==> src/common/prcc_pkg.sv <==
package prcc_pkg;
	// Input index order inside the contact vector
	localparam int CH_TIME_UB = 0;
	localparam int CH_UB_UB = 1;
	localparam int CH_GEN_EN = 2;
	localparam int CH_JAM = 3;
	localparam int CH_KEYER = 4;
	localparam int NUM_CH = 5;
	// User-bit byte 1 code per input, same index order
	localparam logic [7:0] UB_CODE_TIME_UB = 8'h81;
	localparam logic [7:0] UB_CODE_UB_UB = 8'h82;
	localparam logic [7:0] UB_CODE_GEN_EN = 8'h84;
	localparam logic [7:0] UB_CODE_JAM = 8'h88;
	localparam logic [7:0] UB_CODE_KEYER = 8'h90;
	localparam logic [7:0] UB_IDLE = 8'h00;
	// Serial command code that loads remote user bits
	localparam logic [7:0] CMD_SET_REMOTE_UB = 8'h8a;
	// Debounce settle time and cycles at 10 MHz
	localparam int DEB_TIME_US = 10000;
	localparam int CLK_MHZ = 10;
	localparam int DEB_CYCLES = DEB_TIME_US * CLK_MHZ;
	// Momentary jam: low shorter than this is a one-shot jam
	localparam int MOM_TIME_US = 500000;
	localparam int MOM_CYCLES = MOM_TIME_US * CLK_MHZ;

	typedef enum logic [1:0] {
		PRCC_UB_STATIC,
		PRCC_UB_RTIME,
		PRCC_UB_RUB
	} prcc_ub_mode_t;

	typedef struct packed {
		logic keyer_on;
		logic jam_cont;
		logic vitc_gen_on;
		prcc_ub_mode_t ub_mode;
	} prcc_ctrl_t;
endpackage

==> src/verilog/prcc_contact_ctrl.sv <==
`timescale 1ns/1ns
// How it works
// - Keyer on at fall, off at rise
// - Continuous jam on at fall, off rise
// - Brief low pulse gives one jam sync
// - Generator on at fall, off at rise
// - Time-to-UB fall: reader time mode, else static
// - UB-to-UB fall: reader UB mode, else static
// - Remote mode encodes inputs into user bits
// - Remote mode suppresses normal input functions
// - Other modes restore normal edge functions
// - Any edge reselects parallel as source
// - Serial 8A loads bits in remote mode only; levels ignored until edge
// - Byte 1 codes 81,82,84,88,90 per input
module prcc_contact_ctrl
	import prcc_pkg::*;
#(
	parameter int DEB_CNT = DEB_CYCLES,
	parameter int MOM_CNT = MOM_CYCLES
) (
	input wire logic core_clk,
	input wire logic rst,
	input wire logic [NUM_CH-1:0] contact_n,
	input wire logic remote_mode,
	input wire logic serial_cmd_valid,
	input wire logic [7:0] serial_cmd,
	input wire logic [7:0] serial_ub,
	output prcc_ctrl_t ctrl,
	output logic jam_once,
	output logic [7:0] generator_user_bits,
	output logic src_parallel
);

	// ****************************************
	// Synchroniser and debounce
	// ****************************************
	localparam int CW = $clog2(DEB_CNT + 1);
	localparam int MW = $clog2(MOM_CNT + 1);
	logic [NUM_CH-1:0] s1_q, s2_q;
	logic [NUM_CH-1:0] stab_q, stab_d;
	logic [CW-1:0] cnt_q [NUM_CH];
	logic [CW-1:0] cnt_d [NUM_CH];
	logic [NUM_CH-1:0] fall, rise;

	// Reset assumes open contacts, so no false edge follows reset
	always_ff @(posedge core_clk) begin
		if (rst) begin
			s1_q <= '1;
			s2_q <= '1;
		end else begin
			s1_q <= contact_n;
			s2_q <= s1_q;
		end
	end

	always_comb begin
		stab_d = stab_q;
		fall = '0;
		rise = '0;
		for (int i = 0; i < NUM_CH; i++) begin
			cnt_d[i] = '0;
			// Level must hold for the full window, so bounce never leaks
			if (s2_q[i] != stab_q[i]) begin
				if (cnt_q[i] == CW'(DEB_CNT - 1)) begin
					stab_d[i] = s2_q[i];
					fall[i] = ~s2_q[i];
					rise[i] = s2_q[i];
				end else begin
					cnt_d[i] = cnt_q[i] + 1'b1;
				end
			end
		end
	end

	always_ff @(posedge core_clk) begin
		if (rst) begin
			stab_q <= '1;
			for (int i = 0; i < NUM_CH; i++) cnt_q[i] <= '0;
		end else begin
			stab_q <= stab_d;
			for (int i = 0; i < NUM_CH; i++) cnt_q[i] <= cnt_d[i];
		end
	end

	// ****************************************
	// Normal functions
	// ****************************************
	prcc_ctrl_t ctrl_q, ctrl_d;
	logic [MW-1:0] mom_q, mom_d;
	logic jam_q, jam_d;

	always_comb begin
		ctrl_d = ctrl_q;
		mom_d = mom_q;
		jam_d = 1'b0;
		if (!remote_mode) begin
			if (fall[CH_KEYER]) ctrl_d.keyer_on = 1'b1;
			if (rise[CH_KEYER]) ctrl_d.keyer_on = 1'b0;
			if (fall[CH_JAM]) ctrl_d.jam_cont = 1'b1;
			if (rise[CH_JAM]) ctrl_d.jam_cont = 1'b0;
			if (fall[CH_GEN_EN]) ctrl_d.vitc_gen_on = 1'b1;
			if (rise[CH_GEN_EN]) ctrl_d.vitc_gen_on = 1'b0;
			if (rise[CH_TIME_UB] && ctrl_q.ub_mode == PRCC_UB_RTIME)
				ctrl_d.ub_mode = PRCC_UB_STATIC;
			if (rise[CH_UB_UB] && ctrl_q.ub_mode == PRCC_UB_RUB)
				ctrl_d.ub_mode = PRCC_UB_STATIC;
			// Falls come last, so a closure beats a release in one cycle
			if (fall[CH_TIME_UB]) ctrl_d.ub_mode = PRCC_UB_RTIME;
			if (fall[CH_UB_UB]) ctrl_d.ub_mode = PRCC_UB_RUB;
			// Low time of the jam input, saturating
			if (fall[CH_JAM]) mom_d = '0;
			else if (!stab_q[CH_JAM] && mom_q != MW'(MOM_CNT))
				mom_d = mom_q + 1'b1;
			if (rise[CH_JAM] && mom_q < MW'(MOM_CNT))
				jam_d = 1'b1;
		end else begin
			// Saturate, so a release after remote mode is no one-shot
			mom_d = MW'(MOM_CNT);
		end
	end

	always_ff @(posedge core_clk) begin
		if (rst) begin
			ctrl_q <= '{1'b0, 1'b0, 1'b0, PRCC_UB_STATIC};
			mom_q <= '0;
			jam_q <= 1'b0;
		end else begin
			ctrl_q <= ctrl_d;
			mom_q <= mom_d;
			jam_q <= jam_d;
		end
	end

	assign ctrl = ctrl_q;
	assign jam_once = jam_q;

	// ****************************************
	// Remote user bits
	// ****************************************
	function automatic logic [7:0] enc_ub(input logic [NUM_CH-1:0] lv);
		logic [7:0] r;
		r = UB_IDLE;
		// Lowest index wins when several inputs are closed
		if (!lv[CH_KEYER]) r = UB_CODE_KEYER;
		if (!lv[CH_JAM]) r = UB_CODE_JAM;
		if (!lv[CH_GEN_EN]) r = UB_CODE_GEN_EN;
		if (!lv[CH_UB_UB]) r = UB_CODE_UB_UB;
		if (!lv[CH_TIME_UB]) r = UB_CODE_TIME_UB;
		return r;
	endfunction

	logic src_q, src_d;
	logic [7:0] ub_q, ub_d;
	logic ser_hit;

	always_comb begin
		ser_hit = serial_cmd_valid && serial_cmd == CMD_SET_REMOTE_UB;
		src_d = src_q;
		ub_d = ub_q;
		// An edge outranks a serial load in the same cycle
		if (|(fall | rise)) src_d = 1'b1;
		else if (ser_hit) src_d = 1'b0;
		if (remote_mode) begin
			if (src_d) ub_d = enc_ub(stab_d);
			else if (ser_hit) ub_d = serial_ub;
		end
	end

	always_ff @(posedge core_clk) begin
		if (rst) begin
			src_q <= 1'b1;
			ub_q <= UB_IDLE;
		end else begin
			src_q <= src_d;
			ub_q <= ub_d;
		end
	end

	assign generator_user_bits = ub_q;
	assign src_parallel = src_q;

	// ****************************************
	// Checks
	// ****************************************
	a_keyer_fall_on: assert property (@(posedge core_clk) disable iff (rst)
		!remote_mode && fall[CH_KEYER] |=> ctrl_q.keyer_on)
		else $error("keyer not on after fall");
	a_keyer_rise_off: assert property (@(posedge core_clk) disable iff (rst)
		!remote_mode && rise[CH_KEYER] |=> !ctrl_q.keyer_on)
		else $error("keyer not off after rise");
	a_jam_cont_on: assert property (@(posedge core_clk) disable iff (rst)
		!remote_mode && fall[CH_JAM] |=> ctrl_q.jam_cont)
		else $error("jam not on");
	a_jam_once_pulse: assert property (@(posedge core_clk) disable iff (rst)
		jam_q |-> $past(rise[CH_JAM]) && !$past(remote_mode))
		else $error("jam pulse without release");
	a_gen_enable: assert property (@(posedge core_clk) disable iff (rst)
		!remote_mode && fall[CH_GEN_EN] |=> ctrl_q.vitc_gen_on)
		else $error("generator not on");
	a_time_ub_mode: assert property (@(posedge core_clk) disable iff (rst)
		!remote_mode && fall[CH_TIME_UB] && !fall[CH_UB_UB]
		|=> ctrl_q.ub_mode == PRCC_UB_RTIME)
		else $error("time ub mode missing");
	a_ub_ub_mode: assert property (@(posedge core_clk) disable iff (rst)
		!remote_mode && fall[CH_UB_UB] |=> ctrl_q.ub_mode == PRCC_UB_RUB)
		else $error("ub ub mode missing");
	a_remote_freeze: assert property (@(posedge core_clk) disable iff (rst)
		remote_mode |=> $stable(ctrl_q))
		else $error("functions changed in remote mode");
	a_edge_src: assert property (@(posedge core_clk) disable iff (rst)
		|(fall | rise) |=> src_q)
		else $error("edge did not reselect parallel");
	a_serial_load: assert property (@(posedge core_clk) disable iff (rst)
		remote_mode && ser_hit && !(|(fall | rise))
		|=> !src_q && ub_q == $past(serial_ub))
		else $error("serial load failed");
	a_keyer_code: assert property (@(posedge core_clk) disable iff (rst)
		remote_mode && src_d && stab_d == 5'h0f |=> ub_q == UB_CODE_KEYER)
		else $error("keyer code wrong");
	a_debounce_hold: assert property (@(posedge core_clk) disable iff (rst)
		s2_q[CH_KEYER] == stab_q[CH_KEYER] |=> !fall[CH_KEYER] && !rise[CH_KEYER])
		else $error("edge without level change");

	// ****************************************
	// Checks, normal functions and debounce edges
	// ****************************************
	a_keyer_hold: assert property (@(posedge core_clk) disable iff (rst)
		!fall[CH_KEYER] && !rise[CH_KEYER] |=> $stable(ctrl_q.keyer_on))
		else $error("keyer changed without edge");
	a_jam_cont_off: assert property (@(posedge core_clk) disable iff (rst)
		!remote_mode && rise[CH_JAM] |=> !ctrl_q.jam_cont)
		else $error("jam not off");
	a_jam_cont_hold: assert property (@(posedge core_clk) disable iff (rst)
		!fall[CH_JAM] && !rise[CH_JAM] |=> $stable(ctrl_q.jam_cont))
		else $error("jam changed without edge");
	a_jam_once_single: assert property (@(posedge core_clk) disable iff (rst)
		jam_q |=> !jam_q)
		else $error("jam pulse too long");
	a_jam_short_fires: assert property (@(posedge core_clk) disable iff (rst)
		!remote_mode && rise[CH_JAM] && mom_q < MW'(MOM_CNT) |=> jam_q)
		else $error("short jam press gave no pulse");
	a_jam_long_quiet: assert property (@(posedge core_clk) disable iff (rst)
		rise[CH_JAM] && mom_q == MW'(MOM_CNT) |=> !jam_q)
		else $error("long jam press gave a pulse");
	a_jam_low_start: assert property (@(posedge core_clk) disable iff (rst)
		!remote_mode && fall[CH_JAM] |=> mom_q == '0)
		else $error("low time not restarted");
	a_gen_disable: assert property (@(posedge core_clk) disable iff (rst)
		!remote_mode && rise[CH_GEN_EN] |=> !ctrl_q.vitc_gen_on)
		else $error("generator not off");
	a_gen_hold: assert property (@(posedge core_clk) disable iff (rst)
		!fall[CH_GEN_EN] && !rise[CH_GEN_EN] |=> $stable(ctrl_q.vitc_gen_on))
		else $error("generator changed without edge");
	a_time_ub_exit: assert property (@(posedge core_clk) disable iff (rst)
		!remote_mode && rise[CH_TIME_UB] && !fall[CH_UB_UB]
		&& ctrl_q.ub_mode == PRCC_UB_RTIME |=> ctrl_q.ub_mode == PRCC_UB_STATIC)
		else $error("time ub mode not left");
	a_ub_ub_exit: assert property (@(posedge core_clk) disable iff (rst)
		!remote_mode && rise[CH_UB_UB] && !fall[CH_TIME_UB]
		&& ctrl_q.ub_mode == PRCC_UB_RUB |=> ctrl_q.ub_mode == PRCC_UB_STATIC)
		else $error("ub ub mode not left");
	a_edge_exclusive: assert property (@(posedge core_clk) disable iff (rst)
		(fall & rise) == '0)
		else $error("fall and rise together");
	a_fall_level: assert property (@(posedge core_clk) disable iff (rst)
		fall[CH_KEYER] |=> !stab_q[CH_KEYER])
		else $error("fall left level high");
	a_rise_level: assert property (@(posedge core_clk) disable iff (rst)
		rise[CH_KEYER] |=> stab_q[CH_KEYER])
		else $error("rise left level low");

	// ****************************************
	// Checks, remote user bits
	// ****************************************
	a_remote_no_jam: assert property (@(posedge core_clk) disable iff (rst)
		remote_mode |=> !jam_q)
		else $error("jam pulse in remote mode");
	a_normal_ub_hold: assert property (@(posedge core_clk) disable iff (rst)
		!remote_mode |=> $stable(ub_q))
		else $error("user bits changed outside remote mode");
	a_parallel_follow: assert property (@(posedge core_clk) disable iff (rst)
		remote_mode && src_d |=> ub_q == enc_ub($past(stab_d)))
		else $error("user bits do not follow contacts");
	a_idle_code: assert property (@(posedge core_clk) disable iff (rst)
		remote_mode && src_d && stab_d == '1 |=> ub_q == UB_IDLE)
		else $error("idle code wrong");
	a_serial_hold: assert property (@(posedge core_clk) disable iff (rst)
		remote_mode && !src_q && !ser_hit && !(|(fall | rise))
		|=> $stable(ub_q))
		else $error("serial bits not held");
	a_serial_other: assert property (@(posedge core_clk) disable iff (rst)
		serial_cmd_valid && serial_cmd != CMD_SET_REMOTE_UB
		&& !(|(fall | rise)) |=> $stable(src_q))
		else $error("other command moved source");

	c_keyer_toggle: cover property (@(posedge core_clk) fall[CH_KEYER]);
	c_jam_once: cover property (@(posedge core_clk) jam_q);
	c_jam_cont: cover property (@(posedge core_clk)
		ctrl_q.jam_cont);
	c_serial_ub: cover property (@(posedge core_clk) remote_mode && ser_hit);
	c_remote_code: cover property (@(posedge core_clk)
		remote_mode && ub_q == UB_CODE_TIME_UB);

endmodule // prcc_contact_ctrl

==> config.mk <==
export PLATFORM = sky130hd
export DESIGN_NAME = prcc_contact_ctrl
export DESIGN_NICKNAME = d
export VERILOG_FILES = /design/src/common/prcc_pkg.sv /design/src/verilog/prcc_contact_ctrl.sv
export SDC_FILE = /design/constraint.sdc
export NUM_CORES = 1
export LEC_CHECK = 0
export BUFFER_PORTS_ARGS = -buffer_cell sky130_fd_sc_hd__buf_4
export CORE_MARGIN = 3
export CORE_UTILIZATION = 60
export DETAILED_ROUTE_END_ITERATION = 7
export GPL_TIMING_DRIVEN = 0
export PLACE_DENSITY = 0.86
export SETUP_SLACK_MARGIN = 0.2
export SLEW_MARGIN = 20
export SYNTH_ARGS = -nofsm -noshare
export SYNTH_HDL_FRONTEND = slang
export SYNTH_SLANG_ARGS = --single-unit
==> constraint.sdc <==
create_clock -name core_clk -period 2.6 [get_ports core_clk]
set_input_delay 0.52 -clock core_clk [delete_from_list [all_inputs] [get_ports core_clk]]
set_output_delay 0.52 -clock core_clk [all_outputs]
set_load 0.005 [all_outputs]
==> flow_summary.json <==
{
  "status": "complete, no violations",
  "coreArea_mm2": 0.01000,
  "hold_class": "input port to register",
  "synth_top_area_share_pct": 43.77,
  "dieArea_mm2": 0.01179,
  "final_cell_area_mm2": 0.007604,
  "clock_path_buffers": 2,
  "n_antenna_cell": 0,
  "p_sw_uw": 973.7,
  "ys.flop_type": "dfxtp_1",
  "setup_viol": 0,
  "final.min_clock_period_ns": 2.444,
  "final_core_util_pct": 76.04,
  "start_util_pct": 63.13,
  "avgSynthCellArea_um2": 8.671,
  "yosysWarnings": 0,
  "maxSlewViolCount": 0,
  "hold_viol_final": 0,
  "power.share.clock_pct": 50.6,
  "grt_max_degree": 17,
  "remaining_drc_errors": 0,
  "synth_top_cell_by_area": "dfxtp_1",
  "min_period_over_period_pct": 94.02,
  "synth-edff-count": 0,
  "port_buffers": 38,
  "ys_async_sr_fraction_pct": 0,
  "ir_worst_vdd_uv": 595.9,
  "p_seq_share_pct": 46.5,
  "htree_levels": 4,
  "synth_area_leaders": "dfxtp_1 (44%), nor2_1 (7.8%), xor2_1 (6.4%)",
  "switching_share_pct": 20.96,
  "start_kind": "register",
  "setup_slack_ns": 0.1555,
  "ctsHoldBuffers": 0,
  "power.leakage_nw": 2.665,
  "clk_latency_ns": 0.53,
  "place_ws_ns": -0.07003,
  "ys_top_cells_by_count": "dfxtp_1 (138), nor2_1 (132), xor2_1 (46)",
  "grt.overflow.total": 0,
  "r2r_start": "cnt_q[0][13]",
  "grtUsageTotal_pct": 26.74,
  "dpl_cell_area_mm2": 0.006764,
  "die_y_um": 108.6,
  "cts_buffers": 17,
  "cts.sinks": 138,
  "pwr-share-comb_pct": 2.9,
  "cp_data_arrival_time_ns": 2.89,
  "yosysMostFrequentCell": "dfxtp_1",
  "rows": 36,
  "wl_per_cell_um": 15.98,
  "relSlewSlack_pct": 62.89,
  "worstPathMaxFanout": 5,
  "hpwlAfterDp_mm": 10.27,
  "drt_first_pass_iters": 6,
  "synthesis.area_mm2": 0.006312,
  "viasPerCell": 5.951,
  "ys_seq_area_share_pct": 43.77,
  "die_x_um": 108.6,
  "p_per_area_mw_per_mm2": 610.9,
  "via_count": 5594,
  "grt_pass1_vias": 5443,
  "drt_wl_total_mm": 15.02,
  "endpoint_kind": "register",
  "worstMarginPinSlew_ns": 0.5566,
  "syn-num-nets": 760,
  "startpoint": "cnt_q[0][13]",
  "crit_required_ns": 3.04,
  "synth-seq-cells": 138,
  "path_clk_slew_ns": 0.06,
  "final_layout_size_suffix_gt1_share_pct": 17.84,
  "p_int_mw": 3.672,
  "syn_inst": 728,
  "fmax_mhz": 409.1,
  "synth.distinct_cells": 57,
  "grt_pass1_wl_mm": 25.06,
  "syn2layout_area_growth_pct": 20.46,
  "clock-root-buffer": "clkbuf_8",
  "gp_congestion": 0.8936,
  "finalClockSkew_ns": 0.01007,
  "first_iter_violations": 431,
  "ant_nets": 0,
  "cts_tree": "yes",
  "antenna_found_initial": 0,
  "worstSetupPathType": "register to register",
  "grt_setup_unrepaired": "yes",
  "io_pins": 40,
  "worstHoldStart": "contact_n[3]",
  "final_nets": 828,
  "cap_violations": 0
}
-- kinds of logic (layout without fill, tap and decap cells) --
| logic type | after synthesis | in the layout | synth area share (%) |
|---|---|---|---|
| AO/OA/AOI/OAI | 76 | 76 | 7.294 |
| AND/OR/NAND/NOR | 372 | 372 | 31.36 |
| multiplexers | 7 | 7 | 1.150 |
| adder cells (fa/ha/maj) | 7 | 7 | 1.387 |
| buffers and inverters | 42 | 121 | 3.112 |
| flip-flops | 138 | 138 | 43.77 |
| XOR/XNOR | 86 | 86 | 11.93 |
-- path summary, 6_finish.rpt --
path	slack (ns)	cells past startpoint	endpoint
setup / recovery	0.16	8	generator_user_bits[1]
hold / removal	0.17	2	s1_q[3]
setup reg to reg	0.16	8	generator_user_bits[1]
hold reg to reg	0.40	1	s2_q[4]
-- final cells by class --
class,instances,area (um^2)
Multi-Input combinational cell,548,3491
Sequential cell,138,2775
Fill cell,698,2396
Clock buffer,18,427.9
Timing Repair Buffer,49,380.4
Tap cell,133,166.4
Clock inverter,12,151.4
Buffer,23,140.1
Inverter,19,71.32
-- metal layers --
layer	global-route usage, %	vias up	share of wire (%)
li1	-	2670	-
met1	31.81	2692	41
met2	45.10	193	50
met3	7.045	39	6.5
met4	12.26	0	2.7
met5	0	-	0
-- cells in the final DEF, fill, tap and decap left out, types with 5 or more instances in the layout --
cell and n:
a21oi_1 28, a31oi_1 7, and2_1 6, and3_1 18
and4_1 7, buf_4 48, clkbuf_1 13, clkbuf_16 16
dfxtp_1 130, dfxtp_2 7, inv_1 18, nand2_1 43
nand2b_1 9, nand3_1 41, nand4_1 21, nor2_1 132
nor3_1 15, nor4_1 5, nor4bb_1 7, o21ai_0 23
or2_2 13, or3_1 12, xnor2_1 40, xor2_1 46
-- worst max-delay path, cell delays in order, from the launching register on --
cell	delay (ns)
dfxtp_2	0.32
or4b_4	0.55
nor4_4	0.29
a222oi_1	0.14
buf_4	0.18
and2_4	0.14
buf_6	0.11
or3b_4	0.36
a311oi_2	0.25
-- sequential cells by signal (all words and copies together), names as in the netlist --
name                 cells
s1_q                     5
jam_once                 1
mom_q                   23
generator_user_bits      8
stab_q                   5
ctrl                     5
src_parallel             1
cnt_q                   85
s2_q                     5
-- through the flow --
step	setup TNS (ns)	power, mW	cells	hold WS [ns]
2_1_floorplan	0	2.267	728	0.3895
3_3_place_gp	0	2.327	899	0.3932
3_5_place_dp	-0.07003	2.333	899	0.3928
4_1_cts	0	4.662	934	0.1618
5_1_grt	0	4.790	940	0.1614
6_report	0	4.645	940	0.1746
-- timing repair --
item                       4_1_cts  5_1_grt
buffers inserted                 5        6
setup endpoints to repair       56       57
resized for setup               11       37
pin swaps                        4       11
-- power groups by stage --
| stage | combinational (mW) | clock, mW | sequential, mW |
|---|---|---|---|
| 2_1_floorplan | 0.0683 | 0 | 2.20 |
| 3_3_place_gp | 0.123 | 0 | 2.20 |
| 4_1_cts | 0.130 | 2.37 | 2.16 |
| 6_report | 0.135 | 2.35 | 2.16 |
| 3_5_place_dp | 0.128 | 0 | 2.20 |
| 5_1_grt | 0.147 | 2.48 | 2.16 |
No activity file was read; power rests on OpenSTA's default activity.
